--- src/shared/odc_cfg.svh ---
`ifndef ODC_CFG_SVH
`define ODC_CFG_SVH
// ----------------------------------------------------------------
// register offsets on the parallel port
// ----------------------------------------------------------------
`define ODC_OFS_MONITOR 5'h00
`define ODC_OFS_AUX_PIN 5'h01
`define ODC_OFS_BUSY 5'h02
// channel banks: addr[4:3] picks the bank, addr[2:0] the channel
`define ODC_BANK_CODE 2'h1
`define ODC_BANK_ZERO 2'h2
`define ODC_BANK_GAIN 2'h3
// ----------------------------------------------------------------
// reset values
// ----------------------------------------------------------------
`define ODC_RST_MONITOR 16'h0000
`define ODC_RST_CODE 16'h0000
`define ODC_RST_ZERO 16'h0000
`define ODC_RST_GAIN 16'h8000
`define ODC_RST_AUX_PIN 1'b1
`define ODC_RST_BUSY 8'h00
// ----------------------------------------------------------------
// field positions
// ----------------------------------------------------------------
`define ODC_MON_LSB 4
`define ODC_MON_MSB 15
`define ODC_AUX_PIN_BIT 15
`define ODC_BUSY_LSB 8
// gain code of 0 means a coefficient of 0.5, i.e. 8000h in 1/65536 steps
`define ODC_GAIN_BASE 17'h08000
// ----------------------------------------------------------------
// timing
// ----------------------------------------------------------------
`define ODC_CLK_PERIOD_NS 5
`define ODC_CORR_TIME_NS 500
`define ODC_CORR_CYCLES (`ODC_CORR_TIME_NS / `ODC_CLK_PERIOD_NS)
`endif

--- src/shared/odc_pkg.sv ---
package odc_pkg;
  typedef logic [15:0] odc_word_t;
  typedef logic [2:0] odc_chan_t;
  // engine states, one-hot
  typedef enum logic [1:0] {
    ODC_IDLE = 2'b01,
    ODC_RUN = 2'b10
  } odc_eng_state_e;
endpackage

--- src/shared/odc_corr_if.sv ---
interface odc_corr_if;
  logic start;
  odc_pkg::odc_chan_t chan;
  odc_pkg::odc_word_t code;
  odc_pkg::odc_word_t gain;
  odc_pkg::odc_word_t offset;
  logic done;
  odc_pkg::odc_chan_t done_chan;
  odc_pkg::odc_word_t result;
  modport ctrl (output start, chan, code, gain, offset, input done, done_chan, result);
  modport eng (input start, chan, code, gain, offset, output done, done_chan, result);
endinterface

--- src/verilog/odc_regs.sv ---
// Contract
// - monitor selector bits D15..D4 are one-hot; all zero leaves monitor pin hi-z.
// - invalid selector value is stored, but monitor pin forced to hi-z.
// - D4 ref B, D5 ref A, D6 offset B, D7 offset A, D8..D15 channels 0..7.
// - monitor selector resets to zero, monitor disabled.
// - don't-care bits ignore writes and read zero.
// - input codes reset to zero; with correction off writes go straight to data.
// - channel data only reaches the output on an external latch load.
// - zero offset is 16-bit two's complement, one LSB per step.
// - zero offsets reset to zero.
// - gain is straight binary: 0 gives 0.5, 8000h gives 1, step 1/65536.
// - gains reset to 8000h, unity.
// - aux pin bit one releases the pin, zero drives it low.
// - reading aux pin bit returns the sampled pin level.
// - aux pin bit resets to one, pin released.
// - busy flags read-only, reset zero, channels 7..0 on bits D15..D8.
// - with correction on, writing code, offset or gain sets the channel's busy.
// - busy clears once the corrected code reaches the channel data register.
// - one channel takes about 500 ns; pending channels go one after another.
// - all busy flags read zero while correction is off.
// - correction enable resets off and switches the engine.
// - engine corrects with channel gain and offset into the data register.
`include "odc_cfg.svh"

module odc_regs #(
  parameter int CHANNELS = 8,
  parameter int CORR_CYCLES = `ODC_CORR_CYCLES
) (
  // clock and reset
  input wire logic i_mclk,
  input wire logic i_rst_n,
  // parallel register port
  input wire logic i_bus_cs,
  input wire logic i_bus_we,
  input wire logic i_bus_re,
  input wire logic [4:0] i_bus_addr,
  input wire logic [15:0] i_bus_wdata,
  output logic [15:0] o_bus_rdata,
  output logic o_bus_rvalid,
  // correction enable from the configuration register
  input wire logic i_correction_enable,
  // channel data registers toward the output latches
  output logic [8*16-1:0] o_channel_code_bits,
  output logic [7:0] o_channel_updated,
  // analog monitor mux
  output logic [11:0] o_analog_monitor_sel,
  output logic o_analog_monitor_oe_n,
  // open-drain aux pin
  input wire logic i_aux_pin,
  output logic o_aux_pin,
  output logic o_aux_pin_oe_n
);
  if (CHANNELS != 8) begin : g_bad_channels
    $error("odc_regs: only eight channels are supported");
  end

  // ----------------------------------------------------------------
  // decode
  // ----------------------------------------------------------------
  function automatic logic in_bank(input logic [4:0] addr, input logic [1:0] bank);
    in_bank = (addr[4:3] == bank);
  endfunction

  logic wr;
  logic rd;
  logic wr_code;
  logic wr_zero;
  logic wr_gain;
  odc_pkg::odc_chan_t wr_chan;
  assign wr = i_bus_cs && i_bus_we;
  assign rd = i_bus_cs && i_bus_re && !i_bus_we;
  assign wr_chan = i_bus_addr[2:0];
  assign wr_code = wr && in_bank(i_bus_addr, `ODC_BANK_CODE);
  assign wr_zero = wr && in_bank(i_bus_addr, `ODC_BANK_ZERO);
  assign wr_gain = wr && in_bank(i_bus_addr, `ODC_BANK_GAIN);

  // ----------------------------------------------------------------
  // monitor selector
  // ----------------------------------------------------------------
  logic [15:0] monitor_reg;
  logic [11:0] mon_route_reg;
  logic mon_oe_n_reg;
  logic [11:0] mon_wr_sel;
  assign mon_wr_sel = i_bus_wdata[`ODC_MON_MSB:`ODC_MON_LSB];

  // stores any value; only a single set bit routes the mux
  always_ff @(posedge i_mclk or negedge i_rst_n) begin
    if (!i_rst_n) begin
      monitor_reg <= `ODC_RST_MONITOR;
      mon_route_reg <= 12'h000;
      mon_oe_n_reg <= 1'b1;
    end else if (wr && i_bus_addr == `ODC_OFS_MONITOR) begin
      monitor_reg <= {mon_wr_sel, 4'h0};
      // bit k routes source k: refs, offsets, then channel n on bit 4+n
      mon_route_reg <= $onehot(mon_wr_sel) ? mon_wr_sel : 12'h000;
      mon_oe_n_reg <= !$onehot(mon_wr_sel);
    end
  end
  assign o_analog_monitor_sel = mon_route_reg;
  assign o_analog_monitor_oe_n = mon_oe_n_reg;

  // ----------------------------------------------------------------
  // aux pin: 3-stage sampler, level taken when stages 2 and 3 agree
  // ----------------------------------------------------------------
  logic [2:0] pin_sync_reg;
  logic pin_level_reg;
  logic aux_ctl_reg;
  always_ff @(posedge i_mclk or negedge i_rst_n) begin
    if (!i_rst_n) begin
      pin_sync_reg <= 3'h7;
      pin_level_reg <= 1'b1;
    end else begin
      pin_sync_reg <= {pin_sync_reg[1:0], i_aux_pin};
      if (pin_sync_reg[1] == pin_sync_reg[2]) begin
        pin_level_reg <= pin_sync_reg[2];
      end
    end
  end

  // write one releases, write zero pulls low
  always_ff @(posedge i_mclk or negedge i_rst_n) begin
    if (!i_rst_n) begin
      aux_ctl_reg <= `ODC_RST_AUX_PIN;
    end else if (wr && i_bus_addr == `ODC_OFS_AUX_PIN) begin
      aux_ctl_reg <= i_bus_wdata[`ODC_AUX_PIN_BIT];
    end
  end
  assign o_aux_pin = 1'b0;
  assign o_aux_pin_oe_n = aux_ctl_reg;

  // ----------------------------------------------------------------
  // per-channel calibration storage
  // ----------------------------------------------------------------
  odc_pkg::odc_word_t code_reg [8];
  odc_pkg::odc_word_t zero_reg [8];
  odc_pkg::odc_word_t gain_reg [8];
  odc_pkg::odc_word_t data_reg [8];
  logic [7:0] updated_reg;

  always_ff @(posedge i_mclk or negedge i_rst_n) begin
    if (!i_rst_n) begin
      for (int i = 0; i < 8; i++) begin
        code_reg[i] <= `ODC_RST_CODE;
        zero_reg[i] <= `ODC_RST_ZERO;
        gain_reg[i] <= `ODC_RST_GAIN;
      end
    end else begin
      if (wr_code) begin
        code_reg[wr_chan] <= i_bus_wdata;
      end
      if (wr_zero) begin
        zero_reg[wr_chan] <= i_bus_wdata;
      end
      if (wr_gain) begin
        gain_reg[wr_chan] <= i_bus_wdata;
      end
    end
  end

  // ----------------------------------------------------------------
  // correction scheduling
  // ----------------------------------------------------------------
  odc_corr_if corr ();
  logic [7:0] busy_reg;
  logic [7:0] stale_reg;
  logic [7:0] busy_set;
  logic run_reg;
  odc_pkg::odc_chan_t run_chan_reg;
  odc_pkg::odc_chan_t pick;

  // lowest pending channel goes first
  always_comb begin
    pick = 3'h0;
    for (int i = 7; i >= 0; i--) begin
      if (busy_reg[i]) begin
        pick = 3'(i);
      end
    end
  end

  always_comb begin
    for (int i = 0; i < 8; i++) begin
      busy_set[i] = i_correction_enable && (wr_code || wr_zero || wr_gain) && wr_chan == 3'(i);
    end
  end

  assign corr.start = i_correction_enable && !run_reg && (busy_reg != 8'h00);
  assign corr.chan = pick;
  assign corr.code = code_reg[pick];
  assign corr.gain = gain_reg[pick];
  assign corr.offset = zero_reg[pick];

  always_ff @(posedge i_mclk or negedge i_rst_n) begin
    if (!i_rst_n) begin
      run_reg <= 1'b0;
      run_chan_reg <= 3'h0;
    end else if (!i_correction_enable) begin
      run_reg <= 1'b0;
    end else if (corr.start) begin
      run_reg <= 1'b1;
      run_chan_reg <= pick;
    end else if (corr.done) begin
      run_reg <= 1'b0;
    end
  end

  // a write at the start of or during a pass on the same channel forces another pass
  always_ff @(posedge i_mclk or negedge i_rst_n) begin
    if (!i_rst_n) begin
      stale_reg <= 8'h00;
    end else begin
      for (int i = 0; i < 8; i++) begin
        if (busy_set[i] && ((run_reg && run_chan_reg == 3'(i)) || (corr.start && pick == 3'(i)))) begin
          stale_reg[i] <= 1'b1;
        end else if (!i_correction_enable || (corr.start && pick == 3'(i))) begin
          stale_reg[i] <= 1'b0;
        end
      end
    end
  end

  // set wins over the completion clear
  always_ff @(posedge i_mclk or negedge i_rst_n) begin
    if (!i_rst_n) begin
      busy_reg <= `ODC_RST_BUSY;
    end else if (!i_correction_enable) begin
      busy_reg <= 8'h00;
    end else begin
      for (int i = 0; i < 8; i++) begin
        if (busy_set[i]) begin
          busy_reg[i] <= 1'b1;
        end else if (corr.done && corr.done_chan == 3'(i) && !stale_reg[i]) begin
          busy_reg[i] <= 1'b0;
        end
      end
    end
  end

  odc_corr_engine #(
    .CORR_CYCLES(CORR_CYCLES)
  ) u_engine (
    .i_mclk(i_mclk),
    .i_rst_n(i_rst_n),
    .i_enable(i_correction_enable),
    .corr(corr.eng)
  );

  // ----------------------------------------------------------------
  // channel data registers
  // ----------------------------------------------------------------
  always_ff @(posedge i_mclk or negedge i_rst_n) begin
    if (!i_rst_n) begin
      for (int i = 0; i < 8; i++) begin
        data_reg[i] <= `ODC_RST_CODE;
      end
      updated_reg <= 8'h00;
    end else begin
      updated_reg <= 8'h00;
      if (!i_correction_enable && wr_code) begin
        data_reg[wr_chan] <= i_bus_wdata;
        updated_reg[wr_chan] <= 1'b1;
      end else if (i_correction_enable && corr.done) begin
        data_reg[corr.done_chan] <= corr.result;
        updated_reg[corr.done_chan] <= 1'b1;
      end
    end
  end
  // latch load happens outside; only the data register is presented
  always_comb begin
    for (int i = 0; i < 8; i++) begin
      o_channel_code_bits[i*16 +: 16] = data_reg[i];
    end
  end
  assign o_channel_updated = updated_reg;

  // ----------------------------------------------------------------
  // read port: answer one cycle after the read strobe
  // ----------------------------------------------------------------
  always_ff @(posedge i_mclk or negedge i_rst_n) begin
    if (!i_rst_n) begin
      o_bus_rdata <= 16'h0000;
      o_bus_rvalid <= 1'b0;
    end else begin
      o_bus_rvalid <= rd;
      if (rd) begin
        if (in_bank(i_bus_addr, `ODC_BANK_CODE)) begin
          o_bus_rdata <= code_reg[wr_chan];
        end else if (in_bank(i_bus_addr, `ODC_BANK_ZERO)) begin
          o_bus_rdata <= zero_reg[wr_chan];
        end else if (in_bank(i_bus_addr, `ODC_BANK_GAIN)) begin
          o_bus_rdata <= gain_reg[wr_chan];
        end else if (i_bus_addr == `ODC_OFS_MONITOR) begin
          o_bus_rdata <= monitor_reg;
        end else if (i_bus_addr == `ODC_OFS_AUX_PIN) begin
          o_bus_rdata <= {pin_level_reg, 15'h0000};
        end else if (i_bus_addr == `ODC_OFS_BUSY) begin
          o_bus_rdata <= {busy_reg, 8'h00};
        end else begin
          o_bus_rdata <= 16'h0000;
        end
      end
    end
  end

  // ----------------------------------------------------------------
  // checks
  // ----------------------------------------------------------------
  a_mon_invalid_hiz: assert property (@(posedge i_mclk) disable iff (!i_rst_n)
    (wr && i_bus_addr == `ODC_OFS_MONITOR && !$onehot(mon_wr_sel))
    |=> (o_analog_monitor_oe_n && o_analog_monitor_sel == 12'h000 && monitor_reg[15:4] == $past(mon_wr_sel)))
    else $error("invalid monitor code not forced to hi-z");
  a_mon_route_onehot: assert property (@(posedge i_mclk) disable iff (!i_rst_n)
    !o_analog_monitor_oe_n |-> ($onehot(o_analog_monitor_sel) && o_analog_monitor_sel == monitor_reg[15:4]))
    else $error("monitor driven without a single selected source");
  a_low_bits_zero: assert property (@(posedge i_mclk) disable iff (!i_rst_n)
    monitor_reg[3:0] == 4'h0 && !(o_bus_rvalid && $past(i_bus_addr) == `ODC_OFS_BUSY && o_bus_rdata[7:0] != 8'h00))
    else $error("don't-care bits not zero");
  a_bypass_write: assert property (@(posedge i_mclk) disable iff (!i_rst_n)
    (!i_correction_enable && wr_code) |=> (data_reg[$past(wr_chan)] == $past(i_bus_wdata) && busy_reg == 8'h00))
    else $error("bypass write did not reach the data register");
  a_aux_drive: assert property (@(posedge i_mclk) disable iff (!i_rst_n)
    (wr && i_bus_addr == `ODC_OFS_AUX_PIN) |=> (o_aux_pin_oe_n == $past(i_bus_wdata[15]) && !o_aux_pin))
    else $error("aux pin drive does not follow the written bit");
  a_aux_readback: assert property (@(posedge i_mclk) disable iff (!i_rst_n)
    (rd && i_bus_addr == `ODC_OFS_AUX_PIN) |=> (o_bus_rdata == {$past(pin_level_reg), 15'h0000}))
    else $error("aux pin read does not show the sampled level");
  a_busy_set: assert property (@(posedge i_mclk) disable iff (!i_rst_n || !i_correction_enable)
    (wr_gain || wr_zero || wr_code) |=> busy_reg[$past(wr_chan)])
    else $error("calibration write did not raise busy");
  a_busy_clear: assert property (@(posedge i_mclk) disable iff (!i_rst_n)
    (corr.done && busy_set == 8'h00 && !stale_reg[corr.done_chan])
    |=> (!busy_reg[$past(corr.done_chan)] && data_reg[$past(corr.done_chan)] == $past(corr.result)))
    else $error("busy not cleared with the data transfer");
  a_busy_off_zero: assert property (@(posedge i_mclk) disable iff (!i_rst_n)
    !i_correction_enable |=> (!i_correction_enable |-> busy_reg == 8'h00))
    else $error("busy flags set with correction off");
  a_one_at_a_time: assert property (@(posedge i_mclk) disable iff (!i_rst_n)
    corr.start |=> !corr.start [*2])
    else $error("second pass started while one was running");

  c_mon_valid: cover property (@(posedge i_mclk) disable iff (!i_rst_n) $fell(o_analog_monitor_oe_n));
  c_two_pending: cover property (@(posedge i_mclk) disable iff (!i_rst_n) $countones(busy_reg) > 1 && corr.done);
  c_rewrite_during_pass: cover property (@(posedge i_mclk) disable iff (!i_rst_n) stale_reg != 8'h00);
  c_aux_low: cover property (@(posedge i_mclk) disable iff (!i_rst_n) !o_aux_pin_oe_n);
endmodule

--- src/verilog/odc_corr_engine.sv ---
`include "odc_cfg.svh"

module odc_corr_engine #(
  parameter int CORR_CYCLES = `ODC_CORR_CYCLES
) (
  // clock and reset
  input wire logic i_mclk,
  input wire logic i_rst_n,
  // engine on/off; off aborts a running correction
  input wire logic i_enable,
  // request and result
  odc_corr_if.eng corr
);
  localparam int CYC = CORR_CYCLES;

  // below two the next pass could start back to back; above 300 the duration check cannot follow
  if (CORR_CYCLES < 2 || CORR_CYCLES > 300) begin : g_bad_cycles
    $error("odc_corr_engine: CORR_CYCLES out of range");
  end

  // ----------------------------------------------------------------
  // arithmetic
  // ----------------------------------------------------------------
  // code * (0.5 + gain/65536) + signed offset, clamped to 0..ffff
  function automatic odc_pkg::odc_word_t correct(input odc_pkg::odc_word_t code,
                                                 input odc_pkg::odc_word_t gain,
                                                 input odc_pkg::odc_word_t offset);
    logic [32:0] prod;
    logic signed [18:0] sum;
    prod = code * (`ODC_GAIN_BASE + {1'b0, gain});
    sum = $signed({2'b00, prod[32:16]}) + $signed({{3{offset[15]}}, offset});
    if (sum < 0) begin
      correct = 16'h0000;
    end else if (sum > $signed(19'h0ffff)) begin
      correct = 16'hffff;
    end else begin
      correct = sum[15:0];
    end
  endfunction

  // ----------------------------------------------------------------
  // sequencing
  // ----------------------------------------------------------------
  odc_pkg::odc_eng_state_e state_reg;
  logic [15:0] cnt_reg;
  odc_pkg::odc_chan_t chan_reg;
  odc_pkg::odc_word_t result_reg;

  // one channel per pass, fixed duration
  always_ff @(posedge i_mclk or negedge i_rst_n) begin
    if (!i_rst_n) begin
      state_reg <= odc_pkg::ODC_IDLE;
      cnt_reg <= 16'h0000;
    end else if (!i_enable) begin
      state_reg <= odc_pkg::ODC_IDLE;
      cnt_reg <= 16'h0000;
    end else begin
      unique case (state_reg)
        odc_pkg::ODC_IDLE: begin
          if (corr.start) begin
            state_reg <= odc_pkg::ODC_RUN;
            cnt_reg <= 16'(CORR_CYCLES - 1);
          end
        end
        odc_pkg::ODC_RUN: begin
          if (cnt_reg == 16'h0000) begin
            state_reg <= odc_pkg::ODC_IDLE;
          end else begin
            cnt_reg <= cnt_reg - 16'h0001;
          end
        end
      endcase
    end
  end

  // operands are captured once, so later writes do not disturb a pass
  always_ff @(posedge i_mclk or negedge i_rst_n) begin
    if (!i_rst_n) begin
      chan_reg <= 3'h0;
      result_reg <= 16'h0000;
    end else if (corr.start && state_reg == odc_pkg::ODC_IDLE) begin
      chan_reg <= corr.chan;
      result_reg <= correct(corr.code, corr.gain, corr.offset);
    end
  end

  assign corr.done = i_enable && state_reg == odc_pkg::ODC_RUN && cnt_reg == 16'h0000;
  assign corr.done_chan = chan_reg;
  assign corr.result = result_reg;

  // ----------------------------------------------------------------
  // checks
  // ----------------------------------------------------------------
  a_pass_duration: assert property (
    @(posedge i_mclk) disable iff (!i_rst_n || !i_enable)
    (corr.start && state_reg == odc_pkg::ODC_IDLE) |-> ##CYC corr.done)
    else $error("correction pass did not finish in time");
  a_unity_gain: assert property (
    @(posedge i_mclk) disable iff (!i_rst_n || !i_enable)
    (corr.start && state_reg == odc_pkg::ODC_IDLE && corr.gain == 16'h8000 && corr.offset == 16'h0000)
    |=> (result_reg == $past(corr.code)))
    else $error("unity gain changed the code");
  c_one_pass: cover property (@(posedge i_mclk) disable iff (!i_rst_n) corr.done);
endmodule

--- config.mk ---
export PLATFORM = sky130hd
export DESIGN_NAME = odc_regs
export DESIGN_NICKNAME = d
export VERILOG_FILES = /design/src/shared/odc_pkg.sv /design/src/shared/odc_corr_if.sv /design/src/verilog/odc_regs.sv /design/src/verilog/odc_corr_engine.sv
export VERILOG_INCLUDE_DIRS = /design/src /design/src/shared
export SDC_FILE = /design/constraint.sdc
export NUM_CORES = 2
export LEC_CHECK = 0
export BUFFER_PORTS_ARGS = -buffer_cell sky130_fd_sc_hd__buf_2
export CAP_MARGIN = 25
export CORE_MARGIN = 8
export CORE_UTILIZATION = 60
export DETAILED_ROUTE_END_ITERATION = 10
export GPL_ROUTABILITY_DRIVEN = 1
export GPL_TIMING_DRIVEN = 0
export PLACE_DENSITY = 0.78
export SKIP_LAST_GASP = 1
export SLEW_MARGIN = 0
export SYNTH_ARGS = -nofsm -noshare
export SYNTH_HDL_FRONTEND = slang
export SYNTH_HIERARCHICAL = 1
export SYNTH_SLANG_ARGS = --single-unit
--- constraint.sdc ---
create_clock -name i_mclk -period 12.5 [get_ports i_mclk]
set_input_delay 2.5 -clock i_mclk [delete_from_list [all_inputs] [get_ports i_mclk]]
set_output_delay 2.5 -clock i_mclk [all_outputs]
set_load 0.1 [all_outputs]
# Word level (Yosys, flattened, before mapping)
# Index checks and enable logic that the tools add are counted.
dict set report totals {
  input_bits 28
  reg_bits 624
  out_inout_bits 168
  ramBits 0
  romBits 0
  latchBits 0
  mem_count 0
}
dict set report classes {
  mux 96
  reduce_logical 117
  shifts 0
  n_div 0
  magnitude_cmp 11
  multipliers 1
  bitwise 3
  eq_ne 49
  n_addsub 14
}
# cell n
set op_table {}
lappend op_table {{$bwmux W128} 5}
lappend op_table {{$mux W16} 25}
lappend op_table {{$bmux W16 S3} 6}
lappend op_table {{$mux W128} 2}
lappend op_table {{$demux W16 S3} 2}
lappend op_table {{$logic_and A1 B1 Y1} 68}
lappend op_table {{$eq A3 B3 Y1 const B} 16}
lappend op_table {{$mux W1} 37}
lappend op_table {{$mul A16 B33 Y33} 1}
lappend op_table {{$pmux W16 S2} 1}
lappend op_table {{$ne A3 B1 Y1 const B} 9}
lappend op_table {{$eq A3 B2 Y1 const B} 8}
lappend op_table {{$mux W3} 8}
lappend op_table {{$mux W8} 3}
lappend op_table {{$add A18 B16 Y19} 1}
lappend op_table {{$gt A19 B17 Y1 const B} 1}
lappend op_table {{$lt A19 B1 Y1 const B} 1}
lappend op_table {{$logic_or A1 B1 Y1} 18}
lappend op_table {{$reduce_bool A2 Y1} 9}
lappend op_table {{$add A16 B16 Y17 const A} 1}
lappend op_table {{$logic_not A16 Y1} 1}
lappend op_table {{$sub A16 B1 Y16 const B} 1}
lappend op_table {{$add A1 B1 Y2} 6}
lappend op_table {{$eq A3 B1 Y1 const B} 4}
lappend op_table {{other kinds (24)} 57}

# Longest topological paths before layout
dict set report depth {
  word_depth 18
  mapped_depth 47
}

# Modules after synthesis
# Netlist, hierarchy kept.
# mod seq_area_each_um2 cells_each area_per_inst_um2 n_inst
set by_module_without_submodules {}
lappend by_module_without_submodules {odc_regs 14706.6 2430 29582.1 1}
lappend by_module_without_submodules {odc_corr_engine 927.1 1239 10953.0 1}

# Worst setup path after synthesis
# Ideal clock, no wire load.
dict set report synth_path {
  path_type {register to register}
  startpoint {register busy_reg[3]}
  endpoint {register u_engine.result_reg[15] (netlist: u_engine/corr.result[15])}
  required_ns 12.377
  stages_incl_launch_ff 40
  n_path_buf 5
  t_arrival_ns 10.054
  setup_slack_ns 2.323
  synth_period_minus_slack_ns 10.177
  setup_ns 0.123
  path_cell_list {dfrtp_1 -> buf_6 -> or4_4 -> or2_1 -> buf_6 -> buf_6 -> nand2_1 -> a221oi_1 -> o21a_1 -> a221oi_1 -> clkbuf_1 -> and2_1 -> fa_1 -> fa_1 -> fa_1 -> fa_1 -> fa_1 -> inv_1 -> [4 not listed] -> nand2_1 -> a31o_2 -> a221o_1 -> a21o_1 -> a211oi_1 -> nor2b_1 -> nor2_1 -> xnor2_1 -> ha_1 -> and3_1 -> nand2_1 -> a211oi_2 -> o221ai_2 -> and4_1 -> or4_4 -> buf_6 -> nor4b_4 -> o21ai_1}
}
dict set report synth_between {
  word_cells_on_any_way 24
  classes_between {2 x add/sub; 1 x mul; 2 x order compare; 15 x mux; 1 x bitwise; 3 x reduce/logical}
}
# item line
set synth_rtl {}
lappend synth_rtl {{from (decl)} odc_regs.sv:164} ;# logic [7:0] busy_reg;
lappend synth_rtl {{from (signal assigned)} odc_regs.sv:225} ;# busy_reg <= `ODC_RST_BUSY;
lappend synth_rtl {{$mux W3 * (4 in a row)} odc_regs.sv:175} ;# if (busy_reg[i]) begin
lappend synth_rtl {{$not A3 Y4 (not written as such) *} odc_regs.sv:189} ;# assign corr.code = code_reg[pick];
lappend synth_rtl {{$bmux W16 S3 *} odc_regs.sv:189}
lappend synth_rtl {{$mux W16 (not written as such) * (2 in a row)} odc_regs.sv:189}
lappend synth_rtl {{named net corr.code[14]} odc_corr_if.sv:4} ;# odc_pkg::odc_word_t code;
lappend synth_rtl {{$mul A16 B33 Y33 *} odc_corr_engine.sv:30} ;# prod = code * (`ODC_GAIN_BASE + {1'b0, gain});
lappend synth_rtl {{$add A18 B16 Y19 *} odc_corr_engine.sv:31} ;# sum = $signed({2'b00, prod[32:16]}) + $signed({{3{offset[15]}}, offset});
lappend synth_rtl {{$gt A19 B17 Y1} odc_corr_engine.sv:34} ;# end else if (sum > $signed(19'h0ffff)) begin
lappend synth_rtl {{$mux W16} odc_corr_engine.sv:34}
lappend synth_rtl {{$mux W16 *} odc_corr_engine.sv:32} ;# if (sum < 0) begin
lappend synth_rtl {{to (signal assigned)} odc_corr_engine.sv:83} ;# result_reg <= correct(corr.code, corr.gain, corr.offset);
lappend synth_rtl {{to (decl)} odc_corr_engine.sv:47} ;# odc_pkg::odc_word_t result_reg;
# Mark *: on every way through the listed nets, which the timed path passes. The rest lies on a longest branch. The select of a mux whose other input is x is not followed.
# A chain may end at the register's enable or synchronous reset.

# Final worst setup path
dict set report layout_path {
  startpoint {register busy_reg[0]}
  endpoint {register u_engine.result_reg[14] (netlist: u_engine/corr.result[14])}
}
dict set report layout_between {
  elab_chain_cells 11
  word_cells_on_any_way 21
  classes_between {2 x add/sub; 1 x mul; 2 x order compare; 12 x mux; 1 x bitwise; 3 x reduce/logical}
}
# item line
set layout_rtl {}
lappend layout_rtl {{$mux W3 *} odc_regs.sv:175}
lappend layout_rtl {{$not A3 Y4 (not written as such) *} odc_regs.sv:190} ;# assign corr.gain = gain_reg[pick];
lappend layout_rtl {{$bmux W16 S3 *} odc_regs.sv:190}
lappend layout_rtl {{$mux W16 (not written as such) * (2 in a row)} odc_regs.sv:190}
lappend layout_rtl {{named net corr.gain[8]} odc_corr_if.sv:5} ;# odc_pkg::odc_word_t gain;
lappend layout_rtl {{$add A16 B16 Y17 (no source line) *} n/a}
lappend layout_rtl {{$mul A16 B33 Y33 *} odc_corr_engine.sv:30}
lappend layout_rtl {{$add A18 B16 Y19 *} odc_corr_engine.sv:31}
lappend layout_rtl {{$gt A19 B17 Y1} odc_corr_engine.sv:34}
lappend layout_rtl {{$mux W16} odc_corr_engine.sv:34}
lappend layout_rtl {{$mux W16 *} odc_corr_engine.sv:32}
# Marked as above.

==> impl_metrics.toml <==
[routing]
drtIter0Drc = 4778
finalWirelength_um = 154000
drc_errors = 1
routedWlPerCell_um = 31.4
ant_nets = 0
dr.pass1.iters = 11
viasPerCell = 6.94
vias = 34000

[synth]
synth_area_leaders = "dfrtp_1, fa_1, mux2_2"
synth_seq_cells = 624
synth.area.mux_share_pct = 16.8
synth_area_mm2 = 0.0405
synth-edff-count = 0
yosysWarnings = 6
yosys.area.top_type = "dfrtp_1"
synth-compound-area-share_pct = 13.1
synth_top_area_share_pct = 37.6
seq_area_frac_synth_pct = 38.6
synthXorXnorAreaFrac_pct = 0.691
avgSynthCellArea_um2 = 11.0
synth-main-ff-cell = "dfrtp_1"
synthAdderAreaFrac_pct = 14.4
synthCells = 3669
synth_cell_types = 91
synthArstFlopShare_pct = 100
synth_top_family_by_area = "multiplexers"
yosys.area_share.simple_pct = 10.5

[global_routing]
grt_max_degree = 120
grt_pass1_vias = 34500
grt_pass1_wl_um = 226000
overflow = 0
track_usage_pct = 40.6
antenna_found_initial = 6

[clock_tree]
clock_sinks = 624
clk_pin_slew_ps = 60
tritoncts = "done"
cts_root_buf = "clkbuf_16"
htreeDepth = 3
ctsLongestPathBuffers = 3
cts_hold_buf = 0
insertion_delay_ps = 640
cts_buffers = 66

[power]
leakage_nw = 21.7
powerDensity_mw_per_mm2 = 171
totalPowerFinal_w = 0.00777
irDropWorstVdd_mv = 0.138

[timing]
clock-skew-final_ps = 27.4
period_minus_slack_ps = 12260
hold_viol = 0
finalSetupTns_ps = 0
fmax_mhz = 81.6
relSlewSlack_pct = 20.1
grt_setup_unrepaired = "false"
period_share_pct = 98.1
tightest_slew_ps = 1200
slew_viol_final = 0
finalSetupViolCount = 0
whs_ps = 367

[worst_setup_path]
ff2ff_setup_slack_ps = 240
slowest_delay_ps = 710
crit_top_cell = "fa_1"
cp.buffers_inverters = 9
r2r-start = "busy_reg[0]$_DFFE_PN0P_"
crit_path_end_kind = "flip-flop"
cp_slowest_cell = "clkbuf_1"
r2r_cells = 37
worstPathRequired_ps = 13010
crit_family = "adder cells"
rr_endpoint = "u_engine/corr.result[14]$_DFFE_PN0P_"
cp.arrival_ps = 12770
crit_path_max_fanout = 10
worstSetupPathType = "reg2reg"
startpoint_type = "flip-flop"

[die]
io_pins = 196
core_region_area_mm2 = 0.0670
row_count = 95
die_w_um = 276
die-area_mm2 = 0.0761
die_h_um = 276
start_util_pct = 60.5

[min_path]
min-delay-path-class = "reg2reg"
min_to = "pin_sync_reg[1]$_DFF_PN1_"
holdPathStages = 0
hold_start = "pin_sync_reg[0]$_DFF_PN1_"

[flow_run]
cap_violations = 0

[outcome]
violations = "design-rule violations"
status = "finished, violations left"

[cells_and_area]
layout_commonest_cell = "dfrtp_1"
drive_above_1_share_pct = 25.5
final_core_util_pct = 67.9
area_delta_synth_final_pct = 12.3
fillers = 5154
nets = 4339
final_cell_mix = "dfrtp_1, mux2_2, nand2_1"

[place]
globalplace.congestion = 1.05
portBuffers = 189
hpwl_um = 111000
[cell usage after synthesis, drive strengths merged (10+ instances only)]
| cell | count |
|---|---|
| mux2 | 376 |
| inv | 296 |
| o21ai | 113 |
| xor2 | 12 |
| clkbuf | 174 |
| dfstp | 15 |
| nand3 | 50 |
| mux2i | 25 |
| a221oi | 86 |
| nor3 | 20 |
| nand2b | 27 |
| a211oi | 35 |
| ha | 123 |
| a31oi | 15 |
| and3 | 14 |
| nand2 | 354 |
| dfrtp | 609 |
| nor2b | 43 |
| a21oi | 85 |
| and2 | 111 |
| buf | 103 |
| nor2 | 253 |
| mux4 | 104 |
| a22o | 39 |
| o21a | 14 |
| a21o | 11 |
| a221o | 170 |
| fa | 215 |
| xnor2 | 20 |
| nor4 | 10 |
| a22oi | 34 |
[kinds of logic (layout without fill, tap and decap cells)]
kind of cell	Yosys count	after routing
adder cells (fa/ha/maj)	339	339
XOR/XNOR	32	32
flip-flops	624	624
multiplexers	505	505
other	3	9
AO/OA/AOI/OAI	665	665
buffers and inverters	579	932
AND/OR/NAND/NOR	922	922
[cell type report]
cell class	count	area, µm²	share of cell area (%)
Sequential cell	624	15600	34.3
Antenna cell	4	10.0	0.0220
Tap cell	873	1090	2.40
Multi-Input combinational cell	2468	22700	49.8
Clock buffer	101	1920	4.23
Inverter	302	1140	2.50
Clock inverter	18	236	0.520
Buffer	275	1290	2.83
Timing Repair Buffer	236	1530	3.37
[per-stage QoR]
stage / instances / worst slack (ps) / instance area [µm²]
2_1_floorplan: 3671 / 2320 / 40500
3_3_place_gp: 4733 / -4100 / 42600
3_5_place_dp: 4755 / -932 / 42900
4_1_cts: 4876 / 2.74 / 45200
5_1_grt: 4897 / 0.103 / 45500
6_report: 4901 / 241 / 45500
[layer usage]
metal	up-vias	wire (µm)	GRT usage (%)
met3	634	22000	14.8
met5	-	165	1.45
met2	2741	64400	57.3
met1	17000	55200	52.3
met4	4	12000	26.8
li1	13600	-	-
[worst register-to-register path, delay by kind of cell (launching register included)]
kind	cells	cell delay [ps]
xor+xnor	1	170
buf+inv	9	2820
simple gates	4	940
compound gates	14	3530
flops	1	520
fa+ha+maj	8	3700
mux	1	450
[timing repair]
action | 4_1_cts | 5_1_grt
resized for setup | 26 | 69
pin swaps | 1 | 5
setup endpoints to repair | 16 | 16
buffers inserted | 2 | 13
[worst max path at each step]
stage                            start                              endpoint  slack [ps]  cells after the start
6_report       busy_reg[0]$_DFFE_PN0P_  u_engine/corr.result[14]$_DFFE_PN0P_         240                     37
5_1_grt        busy_reg[0]$_DFFE_PN0P_  u_engine/corr.result[14]$_DFFE_PN0P_         0.1                     37
4_1_cts        busy_reg[6]$_DFFE_PN0P_  u_engine/corr.result[14]$_DFFE_PN0P_           3                     40
3_5_place_dp   busy_reg[0]$_DFFE_PN0P_  u_engine/corr.result[10]$_DFFE_PN0P_        -930                     38
3_3_place_gp                   i_rst_n              gain_reg[37]$_DFFE_PN0P_       -4100                      1
2_1_floorplan  busy_reg[3]$_DFFE_PN0P_  u_engine/corr.result[15]$_DFFE_PN0P_        2320                     39
[where the power goes]
group	switching [W]	internal (W)	leakage, nW
sequential	0.000238	0.00229	8.27
combinational	0.00212	0.00113	12.4
clock	0.000884	0.00112	1.05
total	0.00324	0.00454	21.7
Note: power is estimated with default switching activity, not from simulation.
